**config.mk**
```make
export PLATFORM = sky130hd
export DESIGN_NAME = smsd_top
export DESIGN_NICKNAME = d
export VERILOG_FILES = /design/src/core/smsd_pkg.sv /design/src/core/smsd_sel_if.sv /design/src/core/smsd_nand_core.sv /design/src/core/smsd_top.sv
export VERILOG_INCLUDE_DIRS = /design/src /design/src/core
export SDC_FILE = /design/constraint.sdc
export NUM_CORES = 1
export LEC_CHECK = 0
export ABC_AREA = 1
export BUFFER_PORTS_ARGS = -buffer_cell sky130_fd_sc_hd__buf_2
export CORE_MARGIN = 3
export CORE_UTILIZATION = 59
export DETAILED_ROUTE_END_ITERATION = 12
export PLACE_DENSITY = 0.91
export REMOVE_ABC_BUFFERS = 1
export SLEW_MARGIN = 25
export SYNTH_ARGS = -nofsm -noshare
export SYNTH_HDL_FRONTEND = slang
export SYNTH_SLANG_ARGS = --single-unit
export TNS_END_PERCENT = 1
```
**constraint.sdc**
```tcl
create_clock -name clk_sys_i -period 2.8 [get_ports clk_sys_i]
set_input_delay 0.42 -clock clk_sys_i [delete_from_list [all_inputs] [get_ports clk_sys_i]]
set_output_delay 0.42 -clock clk_sys_i [all_outputs]
set_load 0.02 [all_outputs]
```
**src/core/smsd_defs.svh**
```systemverilog
/*
  Timing counts and reset values for the stacked memory select decode.
  Assumes inclusion by bare name from the NAND core and top design files.
*/
`ifndef SMSD_DEFS_SVH
`define SMSD_DEFS_SVH

`define SMSD_BUSY_NS        100
`define SMSD_CLK_NS         10
`define SMSD_BUSY_CYCLES    ((`SMSD_BUSY_NS + `SMSD_CLK_NS - 1) / `SMSD_CLK_NS)
`define SMSD_NAND_CMD_READ  8'h00
`define SMSD_NAND_CMD_PROG  8'h10
`define SMSD_NAND_CMD_ERASE 8'hd0
`define SMSD_RST_CMD        8'h00
`define SMSD_RST_ADDR       8'h00

`endif

```
**src/core/smsd_pkg.sv**
```systemverilog
/*
  Types shared by the stacked memory select decode.
  Assumes the defs header is on the include path.
*/
package smsd_pkg;
  typedef enum logic [1:0] {
    SMSD_BALL_NAND,
    SMSD_BALL_ALT
  } smsd_ball_e;

  typedef enum {
    SMSD_NAND_IDLE,
    SMSD_NAND_BUSY
  } smsd_nand_e;
endpackage

```
**src/core/smsd_sel_if.sv**
```systemverilog
/*
  Decoded select group passed from the decoder to the NAND core.
  Assumes one clock domain shared by both ends.
*/
`timescale 1ns/1ns
`default_nettype none
interface smsd_sel_if;
  logic       nand_we_n;
  logic       nand_re_n;
  logic       cle;
  logic       ale;
  logic [7:0] bus;
  modport src (output nand_we_n, nand_re_n, cle, ale, bus);
  modport dst (input nand_we_n, nand_re_n, cle, ale, bus);
endinterface
`default_nettype wire

```
**src/core/smsd_nand_core.sv**
```systemverilog
/*
  NAND latch, read-drive and ready/busy logic.
  Assumes synchronised strobes arriving on the interface.
*/
`timescale 1ns/1ns
`default_nettype none
`include "smsd_defs.svh"
module smsd_nand_core
  import smsd_pkg::*;
#(
  parameter int BUSY_CYCLES = `SMSD_BUSY_CYCLES
) (
  input  wire logic   clk_sys_i,
  input  wire logic   rst_i,
  smsd_sel_if.dst     sel,
  output logic [7:0]  cmd_o,
  output logic [7:0]  addr_o,
  output logic        ready_o,
  output logic        drive_o
);
  // Counter needs a count of at least 1 and the busy-end check at most 300; the guard takes 1 to 299
  if (BUSY_CYCLES < 1 || BUSY_CYCLES > 299) begin : g_busy_check
    $error("BUSY_CYCLES must lie between 1 and 299");
  end

  logic       we_q;
  logic [15:0] cnt_q;
  smsd_nand_e st_q;
  wire        we_rise = sel.nand_we_n && !we_q;
  wire        cmd_go  = we_rise && sel.cle && !sel.ale;
  wire        adr_go  = we_rise && sel.ale && !sel.cle;
  wire        start   = cmd_go && (sel.bus == `SMSD_NAND_CMD_READ ||
                        sel.bus == `SMSD_NAND_CMD_PROG || sel.bus == `SMSD_NAND_CMD_ERASE);

  assign ready_o = (st_q == SMSD_NAND_IDLE);
  assign drive_o = !sel.nand_re_n;

  always_ff @(posedge clk_sys_i) begin
    if (rst_i) begin
      we_q   <= 1'b1;
      cmd_o  <= `SMSD_RST_CMD;
      addr_o <= `SMSD_RST_ADDR;
      st_q   <= SMSD_NAND_IDLE;
      cnt_q  <= '0;
    end else begin
      we_q <= sel.nand_we_n;
      if (cmd_go) cmd_o <= sel.bus;
      if (adr_go) addr_o <= sel.bus;
      unique case (st_q)
        SMSD_NAND_IDLE: begin
          if (start) begin
            st_q  <= SMSD_NAND_BUSY;
            cnt_q <= 16'(BUSY_CYCLES);
          end
        end
        SMSD_NAND_BUSY: begin
          if (cnt_q == 16'h0001) st_q <= SMSD_NAND_IDLE;
          cnt_q <= cnt_q - 16'h0001;
        end
      endcase
    end
  end

  chk_busy_after_cmd: assert property (@(posedge clk_sys_i) disable iff (rst_i)
    (start && st_q == SMSD_NAND_IDLE) |=> !ready_o)
    else $error("busy not raised after command");
  chk_busy_ends: assert property (@(posedge clk_sys_i) disable iff (rst_i)
    $rose(st_q == SMSD_NAND_BUSY) |-> ##[1:300] ready_o)
    else $error("busy did not end");
  chk_addr_capture: assert property (@(posedge clk_sys_i) disable iff (rst_i)
    adr_go |=> addr_o == $past(sel.bus))
    else $error("address not captured");
  chk_cmd_capture: assert property (@(posedge clk_sys_i) disable iff (rst_i)
    cmd_go |=> cmd_o == $past(sel.bus))
    else $error("command not captured");
endmodule
`default_nettype wire

```
**src/core/smsd_top.sv**
```systemverilog
/*
  Stacked memory select decode: NAND, PSRAM and SRAM control decode.
  Assumes all pins come asynchronously from the host and are synchronised here.
*/
// Summary of operation
// - ALE high latches bus as address on write strobe rising edge.
// - NAND drives data while read strobe low, else high impedance.
// - Ready/busy low during read, program or erase, high when ready.
// - NAND writes latch only on the write strobe rising edge, never while the host holds it low.
// - PSRAM register access high selects refresh or bus control register.
// - Async PSRAM config input low selects config register and low power.
// - Low PSRAM select picks its die; high gives standby and hi-z.
// - SRAM selected only with low select low and high select high.
// - Low byte enables open upper and lower data lanes; high masks.
// - Shared balls carry one function chosen by die combination.
// - CLE high latches bus as command on write strobe rising edge.
// - Wait driven only when selected with output enable low.
`timescale 1ns/1ns
`default_nettype none
`include "smsd_defs.svh"
module smsd_top
  import smsd_pkg::*;
#(
  parameter smsd_ball_e BALL_FUNC = SMSD_BALL_NAND,
  parameter bit         SYNC_PSRAM = 1'b1
) (
  input  wire logic       clk_sys_i,
  input  wire logic       rst_i,
  input  wire logic       shared_h9_i,
  input  wire logic       shared_j2_i,
  input  wire logic       shared_k9_i,
  input  wire logic       nand_cle_i,
  input  wire logic       nand_ale_i,
  input  wire logic [7:0] ad_i,
  input  wire logic [1:0] psram_sel_n_i,
  input  wire logic       sram_select_high_i,
  input  wire logic       ram_oe_n_i,
  input  wire logic       ram_upper_byte_en_n_i,
  input  wire logic       ram_lower_byte_en_n_i,
  input  wire logic       psram_wait_i,
  output logic            nand_ready_busy_n_o,
  output logic            nand_data_oe_n_o,
  output logic [7:0]      nand_cmd_o,
  output logic [7:0]      nand_addr_o,
  output logic [1:0]      psram_die_active_o,
  output logic            psram_reg_access_o,
  output logic            sram_active_o,
  output logic [1:0]      lane_en_o,
  output logic            wait_o,
  output logic            wait_oe_n_o
);
  // ---------------------------------------------------------------
  // Input synchronisers
  // ---------------------------------------------------------------
  localparam int W = 20;
  logic [W-1:0] s1_q, s2_q;
  wire  [W-1:0] raw = {shared_h9_i, shared_j2_i, shared_k9_i, nand_cle_i, nand_ale_i,
                       ad_i, psram_sel_n_i, sram_select_high_i, ram_oe_n_i,
                       ram_upper_byte_en_n_i, ram_lower_byte_en_n_i, psram_wait_i};

  always_ff @(posedge clk_sys_i) begin
    if (rst_i) begin
      s1_q <= {W{1'b1}};
      s2_q <= {W{1'b1}};
    end else begin
      s1_q <= raw;
      s2_q <= s1_q;
    end
  end

  wire       h9_s  = s2_q[19];
  wire       j2_s  = s2_q[18];
  wire       k9_s  = s2_q[17];
  wire       cle_s = s2_q[16];
  wire       ale_s = s2_q[15];
  wire [7:0] ad_s  = s2_q[14:7];
  wire [1:0] ps_s  = s2_q[6:5];
  wire       cs2_s = s2_q[4];
  wire       oe_s  = s2_q[3];
  wire       ub_s  = s2_q[2];
  wire       lb_s  = s2_q[1];
  wire       wt_s  = s2_q[0];

  // ---------------------------------------------------------------
  // Shared ball decode
  // ---------------------------------------------------------------
  wire nand_fit  = (BALL_FUNC == SMSD_BALL_NAND);
  wire nand_re_n = nand_fit ? h9_s : 1'b1;
  wire nand_we_n = nand_fit ? j2_s : 1'b1;
  wire sram_low  = nand_fit ? 1'b1 : j2_s;
  wire sram_sel  = !sram_low && cs2_s;
  wire reg_acc   = SYNC_PSRAM ? k9_s : !k9_s;
  wire [1:0] ps_act = ~ps_s;
  wire any_ram   = |ps_act || sram_sel;
  wire [1:0] lane = any_ram ? {!ub_s, !lb_s} : 2'h0;
  wire wait_drv  = |ps_act && !oe_s;

  smsd_sel_if sel ();
  assign sel.nand_we_n = nand_we_n;
  assign sel.nand_re_n = nand_re_n;
  assign sel.cle       = cle_s;
  assign sel.ale       = ale_s;
  assign sel.bus       = ad_s;

  logic [7:0] cmd_w, addr_w;
  logic       ready_w, drive_w;

  smsd_nand_core u_nand (
    .clk_sys_i (clk_sys_i),
    .rst_i     (rst_i),
    .sel       (sel),
    .cmd_o     (cmd_w),
    .addr_o    (addr_w),
    .ready_o   (ready_w),
    .drive_o   (drive_w)
  );

  // ---------------------------------------------------------------
  // Output registers
  // ---------------------------------------------------------------
  always_ff @(posedge clk_sys_i) begin
    if (rst_i) begin
      nand_ready_busy_n_o <= 1'b1;
      nand_data_oe_n_o    <= 1'b1;
      nand_cmd_o          <= `SMSD_RST_CMD;
      nand_addr_o         <= `SMSD_RST_ADDR;
      psram_die_active_o  <= 2'h0;
      psram_reg_access_o  <= 1'b0;
      sram_active_o       <= 1'b0;
      lane_en_o           <= 2'h0;
      wait_o              <= 1'b0;
      wait_oe_n_o         <= 1'b1;
    end else begin
      nand_ready_busy_n_o <= ready_w;
      nand_data_oe_n_o    <= !(drive_w && nand_fit);
      nand_cmd_o          <= cmd_w;
      nand_addr_o         <= addr_w;
      psram_die_active_o  <= ps_act;
      psram_reg_access_o  <= reg_acc && |ps_act;
      sram_active_o       <= sram_sel;
      lane_en_o           <= lane;
      wait_o              <= wait_drv ? wt_s : 1'b0;
      wait_oe_n_o         <= !wait_drv;
    end
  end

  chk_sram_select: assert property (@(posedge clk_sys_i) disable iff (rst_i)
    sram_active_o |-> $past(cs2_s) && $past(!sram_low))
    else $error("sram active without both selects");
  chk_wait_hiz: assert property (@(posedge clk_sys_i) disable iff (rst_i)
    ($past(ps_s) == 2'h3) |-> wait_oe_n_o)
    else $error("wait driven while deselected");
  chk_wait_drive: assert property (@(posedge clk_sys_i) disable iff (rst_i)
    !wait_oe_n_o |-> $past(!oe_s))
    else $error("wait driven with output enable high");
  chk_lane_mask: assert property (@(posedge clk_sys_i) disable iff (rst_i)
    lane_en_o[1] |-> $past(!ub_s))
    else $error("upper lane enabled while masked");
  chk_nand_drive: assert property (@(posedge clk_sys_i) disable iff (rst_i)
    !nand_data_oe_n_o |-> $past(!nand_re_n))
    else $error("nand driving with read strobe high");
  chk_reg_access: assert property (@(posedge clk_sys_i) disable iff (rst_i)
    psram_reg_access_o |-> $past(reg_acc))
    else $error("register access without enable");
endmodule
`default_nettype wire

```
; ---- Word level (Yosys, flattened, before mapping)
; Cells that the tools add are included.
[word_totals]
ff_bits = 130
input_bits = 22
wordCells = 55
[classes]
addsub = 1
eq_ne = 6
n_mux = 5
n_bitwise = 3
reduce_logical = 24
[ops]
columns = op, count
row1 = $logic_not 32->1, 2
row2 = $mux 32, 2
row3 = $pmux 32 s2, 1
row4 = $eq 32x1->1 const B, 1
row5 = $pmux 16 s2, 1
row6 = $eq 16x1->1 const B, 1
row7 = $mux 16, 1
row8 = $sub 16x1->16 const B, 1
row9 = $eq 8x5->1 const B, 1
row10 = $eq 8x8->1 const B, 1
row11 = $logic_and 1x1->1, 8
row12 = $logic_not 8->1, 1
row13 = $logic_not 1->1, 7
row14 = $reduce_or 2->1, 3
row15 = $ne 2x1->1 const B, 2
row16 = $logic_or 1x1->1, 2
row17 = $not 1->1, 2
row18 = $not 2->2, 1
row19 = $reduce_and 2->1, 1

; ---- Depth between registers and ports, before layout
; Gate-level depths: netlist of run 1.
[depth]
ltp_word = 7
depth_mapped = 9
depth_no_buf = 9

; ---- Modules after synthesis
; A second synthesis of run 1 with hierarchy kept.
[unflattened]
hier_cells = 382
hier_area_um2 = 3326.9
[modules_own_cells]
columns = mod, n_inst, cells_each, area_per_inst_um2, seq_area_each_um2
row1 = smsd_top, 1, 156, 1721.7, 1261.2
row2 = smsd_nand_core, 1, 226, 1605.3, 680.7

; ---- Least setup slack after synthesis of run 1
; No wires, ideal clock.
[synth_timing]
path_kind = reg2reg
from = register u_nand.cnt_q[0]
to = register u_nand.cnt_q[10]
arrival_ns = 1.138
path_slack_ns = 1.545
path_stages_with_launch = 10
path_buffers = 0
path_cell_list = dfxtp_1 inv_1 ha_1 nand2_1 inv_1 nand2_1 nor2_2 nand2_1 o21ai_0 o21ai_1
[synth_via]
elab_chain_cells = 2
[synth_lines]
columns = item, line_no
row1 = from (decl), smsd_nand_core.sv:27  ; logic [15:0] cnt_q;
row2 = from (signal assigned), smsd_nand_core.sv:53  ; cnt_q <= 16'(BUSY_CYCLES);
row3 = from (signal assigned), smsd_nand_core.sv:58  ; cnt_q <= cnt_q - 16'h0001;
row4 = $sub 16x1->16, smsd_nand_core.sv:58
row5 = $pmux 16 s2, smsd_nand_core.sv:49  ; unique case (st_q)
; No other way between the ends.
; A chain may end at the register's enable or synchronous reset.

; ---- Worst setup path in the final report of run 1
[layout_timing]
from = register s2_q[18]
to = register u_nand.cnt_q[6]
[layout_via]
elab_chain_cells = 5
[layout_lines]
columns = item, line_no
row1 = from (decl), smsd_top.sv:56  ; logic [W-1:0] s1_q, s2_q;
row2 = from (signal assigned), smsd_top.sv:64  ; s2_q <= {W{1'b1}};
row3 = from (signal assigned), smsd_top.sv:67  ; s2_q <= s1_q;
row4 = $logic_and 1x1->1, smsd_nand_core.sv:29  ; wire we_rise = sel.nand_we_n && !we_q;
row5 = $logic_and 1x1->1 (2 in series), smsd_nand_core.sv:30  ; wire cmd_go = we_rise && sel.cle && !sel.ale;
row6 = $logic_and 1x1->1, smsd_nand_core.sv:32  ; wire start = cmd_go && (sel.bus == `SMSD_NAND_CMD_READ ||
row7 = $ne 2x1->1 (no source line), -
; No other way between the ends.

==> out/qor.txt, run 1 <==
Rel. slew slack: 0.443
Area of the die: 6390 µm²
End point of the critical path: u_nand.cnt_q[6]
Slowest stage delay, CP: 0.35 ns
Worst hold slack after final layout: 0.228 ns
Clock Tree Buf Depth: 2
Crit path from: s2_q[18]
Number of routed nets with antenna violations: 0
Min Clock Period, post-route: 1.68 ns
Clock tree from TritonCTS: yes
Final clock skew: 0.00817 ns
HP Class: input pin to flop
Synthesized area: 3230 µm²
Cell Chain, Critical Path: inv_1 > nor2_2 > nand2_2 > nor2_1 > nand3_1 > nand2_1 > o21ai_1
Worst endpoint data arrival time: 1.92 ns
Endpoint type of the worst setup path: flop
Crit Reg-Reg Startpoint: s2_q[18]
Master of the slowest instance on the critical path: nand3_1
Number of antenna violations at the first check in global routing: 0
DR DRC count: 0
Final setup violation count: 0
Clock tree root driver cell: clkbuf_8
Global Route met3 Usage: 0.0632
Reg2Reg Capture Point: u_nand.cnt_q[6]
Mean instance size in the synthesized netlist: 8.86 µm²
Max-Cap Viols: 0
WL final: 5.42 mm
Setup Crit Path Kind: flop to flop
Port Buf Inserts: 45
TritonCTS buffer count: 9
# hold bufs at CTS: 0
H-tree lvl count: 3
Post-synthesis register bit count: 97
Number of ports placed on the die boundary: 48
Sum of negative setup slack: 0 ns
Power density over cell area: 639 nW/µm²
Fraction of final layout cells with drive strength greater than 1: 0.269
Maximum number of pins on one net before global-route repair: 65
Cell depth of the worst flop-to-flop path: 7
Critical Path Stages: 7
Chip Width: 79.9 µm
Via density per instance: 4.83
Clock sink count: 97
Largest driver fanout on the critical path: 17
Register-to-Register Setup Slack: 1.12 ns
Setup repair after global routing missed its margin: no
Met2 layer usage reported by global route: 0.324
Final critical-path share of the clock period: 0.598
Number of synthesis warnings: 0
Core footprint: 5200 µm²
Crit path max-delay family: simple AND/OR/NAND/NOR gates
Placement row count: 26
Via Count: 2328
Layout fillers: 398
HPWL Detailed: 3.65 mm
Busiest metal layer after global routing: met2
Post-CTS setup buffer count: 0
Post-cts resize count: 0
Overflow after GRT: 0
Chip height: 79.9 µm
Global-route wire length before repair: 9.06 mm
Via count of the first global-routing pass: 2163
Insertion delay of the later-clocked pin in the worst-skew pair: 0.36 ns
Startpoint type of the worst setup path: flop
Leak pwr: 0.00162 µW
Area growth from synthesis to final layout: 13.8%
Starting density of the core: 0.620
Number of optimization iterations in the first detailed-route pass: 4
Slew at the pin closest to its max-slew limit: 0.835 ns
Clock transition at the registers of the reported paths: 0.09 ns
Final Wtd Congestion: 0.810
Global routing usage summed across all routing layers: 0.186
Register area share after synthesis: 0.602
Synthesized instance count: 364
Number of pins with negative max-slew slack in the final report: 0
Outcome: complete, no violations
Worst path bufs/invs: 1
Peak supply drop: 0.375 mV
Antenna diodes: 0
Drt initial violations: 129
Fmax: 597 MHz
Final hold vios: 0
GR Layer Usage met1: 0.198
Required @ worst endpoint: 3.05 ns
Routed length per placed instance: 11.2 µm
Synth cell types: 24
Final net count: 431
-- cells in the final DEF (no fill, tap or decap), drive strengths merged --
cell       n
nand4      3
xor2       2
nand2     34
clkbuf    12
clkinvlp   2
conb       1
nand3     15
dfxtp     97
a21oi     28
inv       44
or2       40
ha         2
nor2      57
nor3       2
o21ai     27
buf       46
-- sequential cells by signal, indices dropped and copies added (netlist names), 2 cells and up --
name and count:
s1_q 19, s2_q 19, u_nand.cnt_q 16, nand_addr_o 8, nand_cmd_o 8, u_nand.addr_o 8
u_nand.cmd_o 8, lane_en_o 2, psram_die_active_o 2
-- synthesized netlist by cell type --
cell      count  area [µm²]
dfxtp_1      97        1940
nor2_1       51         191
inv_1        41         154
or2_2        40         250
nand2_1      32         120
a21oi_1      28         140
o21ai_0      25         125
nand3_1      14        70.1
clkbuf_1      8        30.0
nor2_2        4        25.0
nand4_1       3        18.8
buf_1         2        7.51
buf_2         2        10.0
ha_1          2        25.0
nand2_2       2        12.5
nor2_4        2        22.5
nor3_1        2        10.0
o21ai_1       2        10.0
xor2_1        2        17.5
buf_4         1        7.51
buf_6         1        11.3
conb_1        1        3.75
inv_2         1        3.75
nand3_4       1        17.5
-- how the worst min path moves through the flow --
| stage | cells past startpoint | end | startpoint |
|---|---|---|---|
| 6_report | 2 | s1_q[19] | shared_h9_i |
| 5_1_grt | 2 | s1_q[7] | ad_i[0] |
| 4_1_cts | 2 | s1_q[19] | shared_h9_i |
| 3_5_place_dp | 1 | lane_en_o[1] | s2_q[2] |
| 3_3_place_gp | 1 | lane_en_o[1] | s2_q[2] |
| 2_1_floorplan | 1 | lane_en_o[0] | s2_q[1] |
-- power breakdown --
| group | switching [µW] | internal [µW] | leakage [µW] |
|---|---|---|---|
| clock network | 471 | 381 | 0.0000911 |
| logic | 41.5 | 34.5 | 0.000741 |
| registers | 9.58 | 1410 | 0.000791 |
-- cell families (layout without fill, tap and decap cells) --
logic type / after synthesis / after routing / synth area share
and+or+nand+nor: 151 / 151 / 0.229
adders and majority gates: 2 / 2 / 0.00776
DFF: 97 / 97 / 0.602
xor gates and xnor gates: 2 / 2 / 0.00543
AOI/OAI and AO/OA: 55 / 55 / 0.0853
buffers and inverters: 56 / 104 / 0.0694
other: 1 / 1 / 0.00116
-- stage by stage --
step / setup slack [ns] / instances / total power, µW / area, µm² / util
global route: 0.895 / 482 / 2430 / 3670 / 0.705
global placement: 1.19 / 466 / 1520 / 3480 / 0.669
floorplan: 1.48 / 350 / 1490 / 3160 / -
CTS: 1.14 / 482 / 2350 / 3670 / 0.705
finish: 1.12 / 482 / 2350 / 3670 / 0.705
detailed placement: 1.14 / 466 / 1530 / 3480 / 0.669
-- layer usage --
layer,share of wire,routed length [µm]
met2,0.51,2740
met1,0.41,2230
met3,0.062,334
met5,0,0
met4,0.020,109
-- cell type report --
type	count	area, µm²	share of cell area
inverter	42	158	0.0430
clock inverter	4	35.0	0.00955
multi-input combinational	211	1060	0.289
timing repair buffer	46	233	0.0634
sequential	97	1940	0.529
clock buffer	12	155	0.0423
tap	70	87.6	0.0239
Note: power is estimated with default switching activity, not from simulation.
==> run 2, diff against run 1 <==
--- a/config.mk
+++ b/config.mk
@@ -6,12 +6,12 @@
 export SDC_FILE = /design/constraint.sdc
 export NUM_CORES = 1
 export LEC_CHECK = 0
-export ABC_AREA = 1
+export ABC_AREA = 0
 export BUFFER_PORTS_ARGS = -buffer_cell sky130_fd_sc_hd__buf_2
 export CORE_MARGIN = 3
-export CORE_UTILIZATION = 59
+export CORE_UTILIZATION = 55
 export DETAILED_ROUTE_END_ITERATION = 12
-export PLACE_DENSITY = 0.91
+export PLACE_DENSITY = 0.86
 export REMOVE_ABC_BUFFERS = 1
 export SLEW_MARGIN = 25
 export SYNTH_ARGS = -nofsm -noshare
==> constraint.sdc (replaced) <==
create_clock -name clk_sys_i -period 1.7 [get_ports clk_sys_i]
set_input_delay 0.255 -clock clk_sys_i [delete_from_list [all_inputs] [get_ports clk_sys_i]]
set_output_delay 0.255 -clock clk_sys_i [all_outputs]
set_load 0.02 [all_outputs]
==> out/qor.txt, run 2 <==
Final hold vios: 0 (unchanged)
Mean instance size in the synthesized netlist: 10.9 µm² (+23%)
Library cell with the highest instance count after synthesis: dfxtp_1
Register area share after synthesis: 0.605 (+0.00329)
Final net count: 379 (-12%)
Insertion delay of the later-clocked pin in the worst-skew pair: 0.36 ns (about the same)
Share of Yosys cell area claimed by the top area cell type: 0.605 (+0.00329)
Final worst-path setup slack: -0.0849 ns (-1.21 ns)
Clock transition at the registers of the reported paths: 0.09 ns (about the same)
Post-synthesis register bit count: 97 (unchanged)
Crit path max-delay family: simple AND/OR/NAND/NOR gates
Slowest stage delay, CP: 0.55 ns (+0.20 ns)
DR DRC count: 0 (unchanged)
Clock tree from TritonCTS: yes
Area of the die: 6790 µm² (+6.2%)
Cell Chain, Critical Path: or4_4 > or4_4 > or3_1 > a21oi_1
Core footprint: 5570 µm² (+7.1%)
Maximum number of pins on one net before global-route repair: 52 (-20%)
Worst path bufs/invs: 0 (-1)
Synthesized instance count: 294 (-19%)
Master of the slowest instance on the critical path: or4_4
Endpoint type of the worst setup path: flop
Number of flops mapped to enable cells by yosys: 0 (unchanged)
Number of ports placed on the die boundary: 48 (unchanged)
H-tree lvl count: 3 (unchanged)
Global routing usage summed across all routing layers: 0.177 (-0.00876)
Clock sink count: 97 (unchanged)
Final clock skew: 0.0109 ns (+0.00269 ns)
Via Count: 2218 (-4.7%)
Port Buf Inserts: 45 (unchanged)
Clock tree root driver cell: clkbuf_8
Largest driver fanout on the critical path: 4 (-13)
Number of routed nets with antenna violations: 0 (unchanged)
Cell Count Post-Placement: 415 (-11%)
Placement row count: 27 (+3.8%)
Via density per instance: 5.13 (+6.3%)
Top flop regs: s1_q x19, s2_q x19, u_nand.cnt_q x16
Failing checks: setup timing
HPWL Detailed: 3.86 mm (+5.7%)
Number of pins with negative max-slew slack in the final report: 0 (unchanged)
Dominant cells by area after synthesis: dfxtp_1 (61%), or2_2 (9.0%), mux2i_1 (5.0%), nor2b_1 (3.9%), nor2_1 (3.0%)
Commonest non-fill, non-tap cell in the layout: dfxtp_1
Peak supply drop: 0.500 mV (+33%)
Via count of the first global-routing pass: 2106 (-2.6%)
Setup repair after global routing missed its margin: yes
WL final: 5.69 mm (+4.9%)
Most frequent cells after synthesis: dfxtp_1 (97), or2_2 (46), nor2_1 (26)
Non-filler cells, final: 432 (-10%)
Final setup violation count: 3 (+3)
Startpoint type of the worst setup path: flop
Area growth from synthesis to final layout: 20.2%
Synthesized area: 3210 µm² (-0.54%)
Synth cell types: 40 (+67%)
Cell Area, Placed: 3610 µm² (+3.7%)
Share of synthesized registers carrying an async set or reset: 0 (unchanged)
Chip Width: 82.4 µm (+3.0%)
Min Clock Period, post-route: 1.78 ns (+0.109 ns)
Starting density of the core: 0.576 (-0.0442)
Overflow after GRT: 0 (unchanged)
Final core utilization: 0.692 (-0.0135)
Max-Cap Viols: 0 (unchanged)
Fraction of final layout cells with drive strength greater than 1: 0.397 (+0.128)
TritonCTS buffer count: 9 (unchanged)
Global-route wire length before repair: 9.06 mm (unchanged)
Final Wtd Congestion: 0.833 (+2.9%)
HP Class: input pin to flop
Chip height: 82.4 µm (+3.0%)
Power Total: 3840 µW (+64%)
Final critical-path share of the clock period: 1.05 (+0.452)
Outcome: complete, but fails checks
Number of antenna violations at the first check in global routing: 0 (unchanged)
Sum of negative setup slack: -0.120 ns (-0.120 ns)
Crit-path most repeated cell: or4_4
Post-route cell area: 3850 µm² (+5.0%)
Clock Tree Buf Depth: 2 (unchanged)
Routed length per placed instance: 13.2 µm (+17%)
Number of synthesis warnings: 0 (unchanged)
Highest-count cells in the layout ignoring fill and taps: dfxtp_1 (95), or2_2 (46), buf_2 (45)
Number of optimization iterations in the first detailed-route pass: 4 (unchanged)
Fmax: 560 MHz (-6.1%)
Power density over cell area: 997 nW/µm² (+56%)
Cell type with the highest aggregate area in the netlist: dfxtp_1
Worst endpoint data arrival time: 2.08 ns (+0.16 ns)
Antenna diodes: 0 (unchanged)
Top flip-flop cell by instance count after synthesis: dfxtp_1
Setup Crit Path Kind: flop to flop
Drt initial violations: 105 (-19%)
Required @ worst endpoint: 1.99 ns (-1.06 ns)
Leak pwr: 0.00160 µW (-1.5%)
[run 2: cell count changes in the layout (fill, tap and decap cells not counted), moves of 18 or more]
cell / before / now
buf_4: 1 / 19
inv_1: 41 / 3
nand2_1: 32 / 3
nor2_1: 51 / 26
nor2b_1: 0 / 20
o21ai_0: 25 / 0
[run 2: kinds of logic (layout without fill, tap and decap cells)]
group | Yosys count | count (layout) | share of synthesized area
mux | 16 | 16 | 0.0499
xor+xnor | 2 | 2 | 0.00546
buf+inv | 20 | 86 | 0.0331
simple gates | 125 | 125 | 0.228
fa+ha+maj | 2 | 2 | 0.00780
compound gates | 31 | 31 | 0.0690
flops | 97 | 97 | 0.605
other cells | 1 | 1 | 0.00117
[run 2: layer usage]
layer  track usage  up-vias  part of all wire
li1              -     1112                 -
met1         0.198     1037              0.41
met2         0.307       55              0.52
met3        0.0347       14             0.046
met4         0.110        0             0.026
met5             0        -                 0
[run 2: path summary, 6_finish.rpt]
| check | endpoint | depth (start not counted) | slack [ns] | from |
|---|---|---|---|---|
| setup / recovery | u_nand.cnt_q[15] | 4 | -0.08 | u_nand.cnt_q[8] |
| hold / removal | s1_q[12] | 2 | 0.07 | ad_i[5] |
| setup reg to reg | u_nand.cnt_q[15] | 4 | -0.08 | u_nand.cnt_q[8] |
| hold reg to reg | lane_en_o[1] | 1 | 0.40 | s2_q[2] |
[run 2: through the flow]
step | setup WS, ns | hold slack [ns]
6_report | -0.0849 | 0.0726
3_3_place_gp | -0.0711 | 0.370
3_5_place_dp | -0.0843 | 0.379
5_1_grt | -0.147 | 0.0636
4_1_cts | -0.0795 | 0.0648
2_1_floorplan | -1.39 | 0.324
[run 2: cell type report]
| cell class | count | area, µm² |
|---|---|---|
| clock inverter | 5 | 37.5 |
| tap | 72 | 90.1 |
| sequential | 97 | 1940 |
| clock buffer | 11 | 151 |
| timing repair buffer | 66 | 399 |
| fill | 400 | 1720 |
| multi-input combinational | 177 | 1220 |
| inverter | 4 | 15.0 |
[run 2: power by group]
part / leakage, µW / switching [µW] / internal (µW)
Clock: 0.0000919 / 758 / 616
Sequential: 0.000792 / 19.9 / 2320
Combinational: 0.000715 / 64.0 / 64.3
Total: 0.00160 / 842 / 3000
[run 2: repair_timing]
| action | CTS | global route |
|---|---|---|
| resized for setup | 2 | 10 |
| hold buffers | 0 | 0 |
| buffers inserted | 1 | 0 |
| pin swaps | 2 | 1 |
| setup endpoints to repair | 2 | 13 |
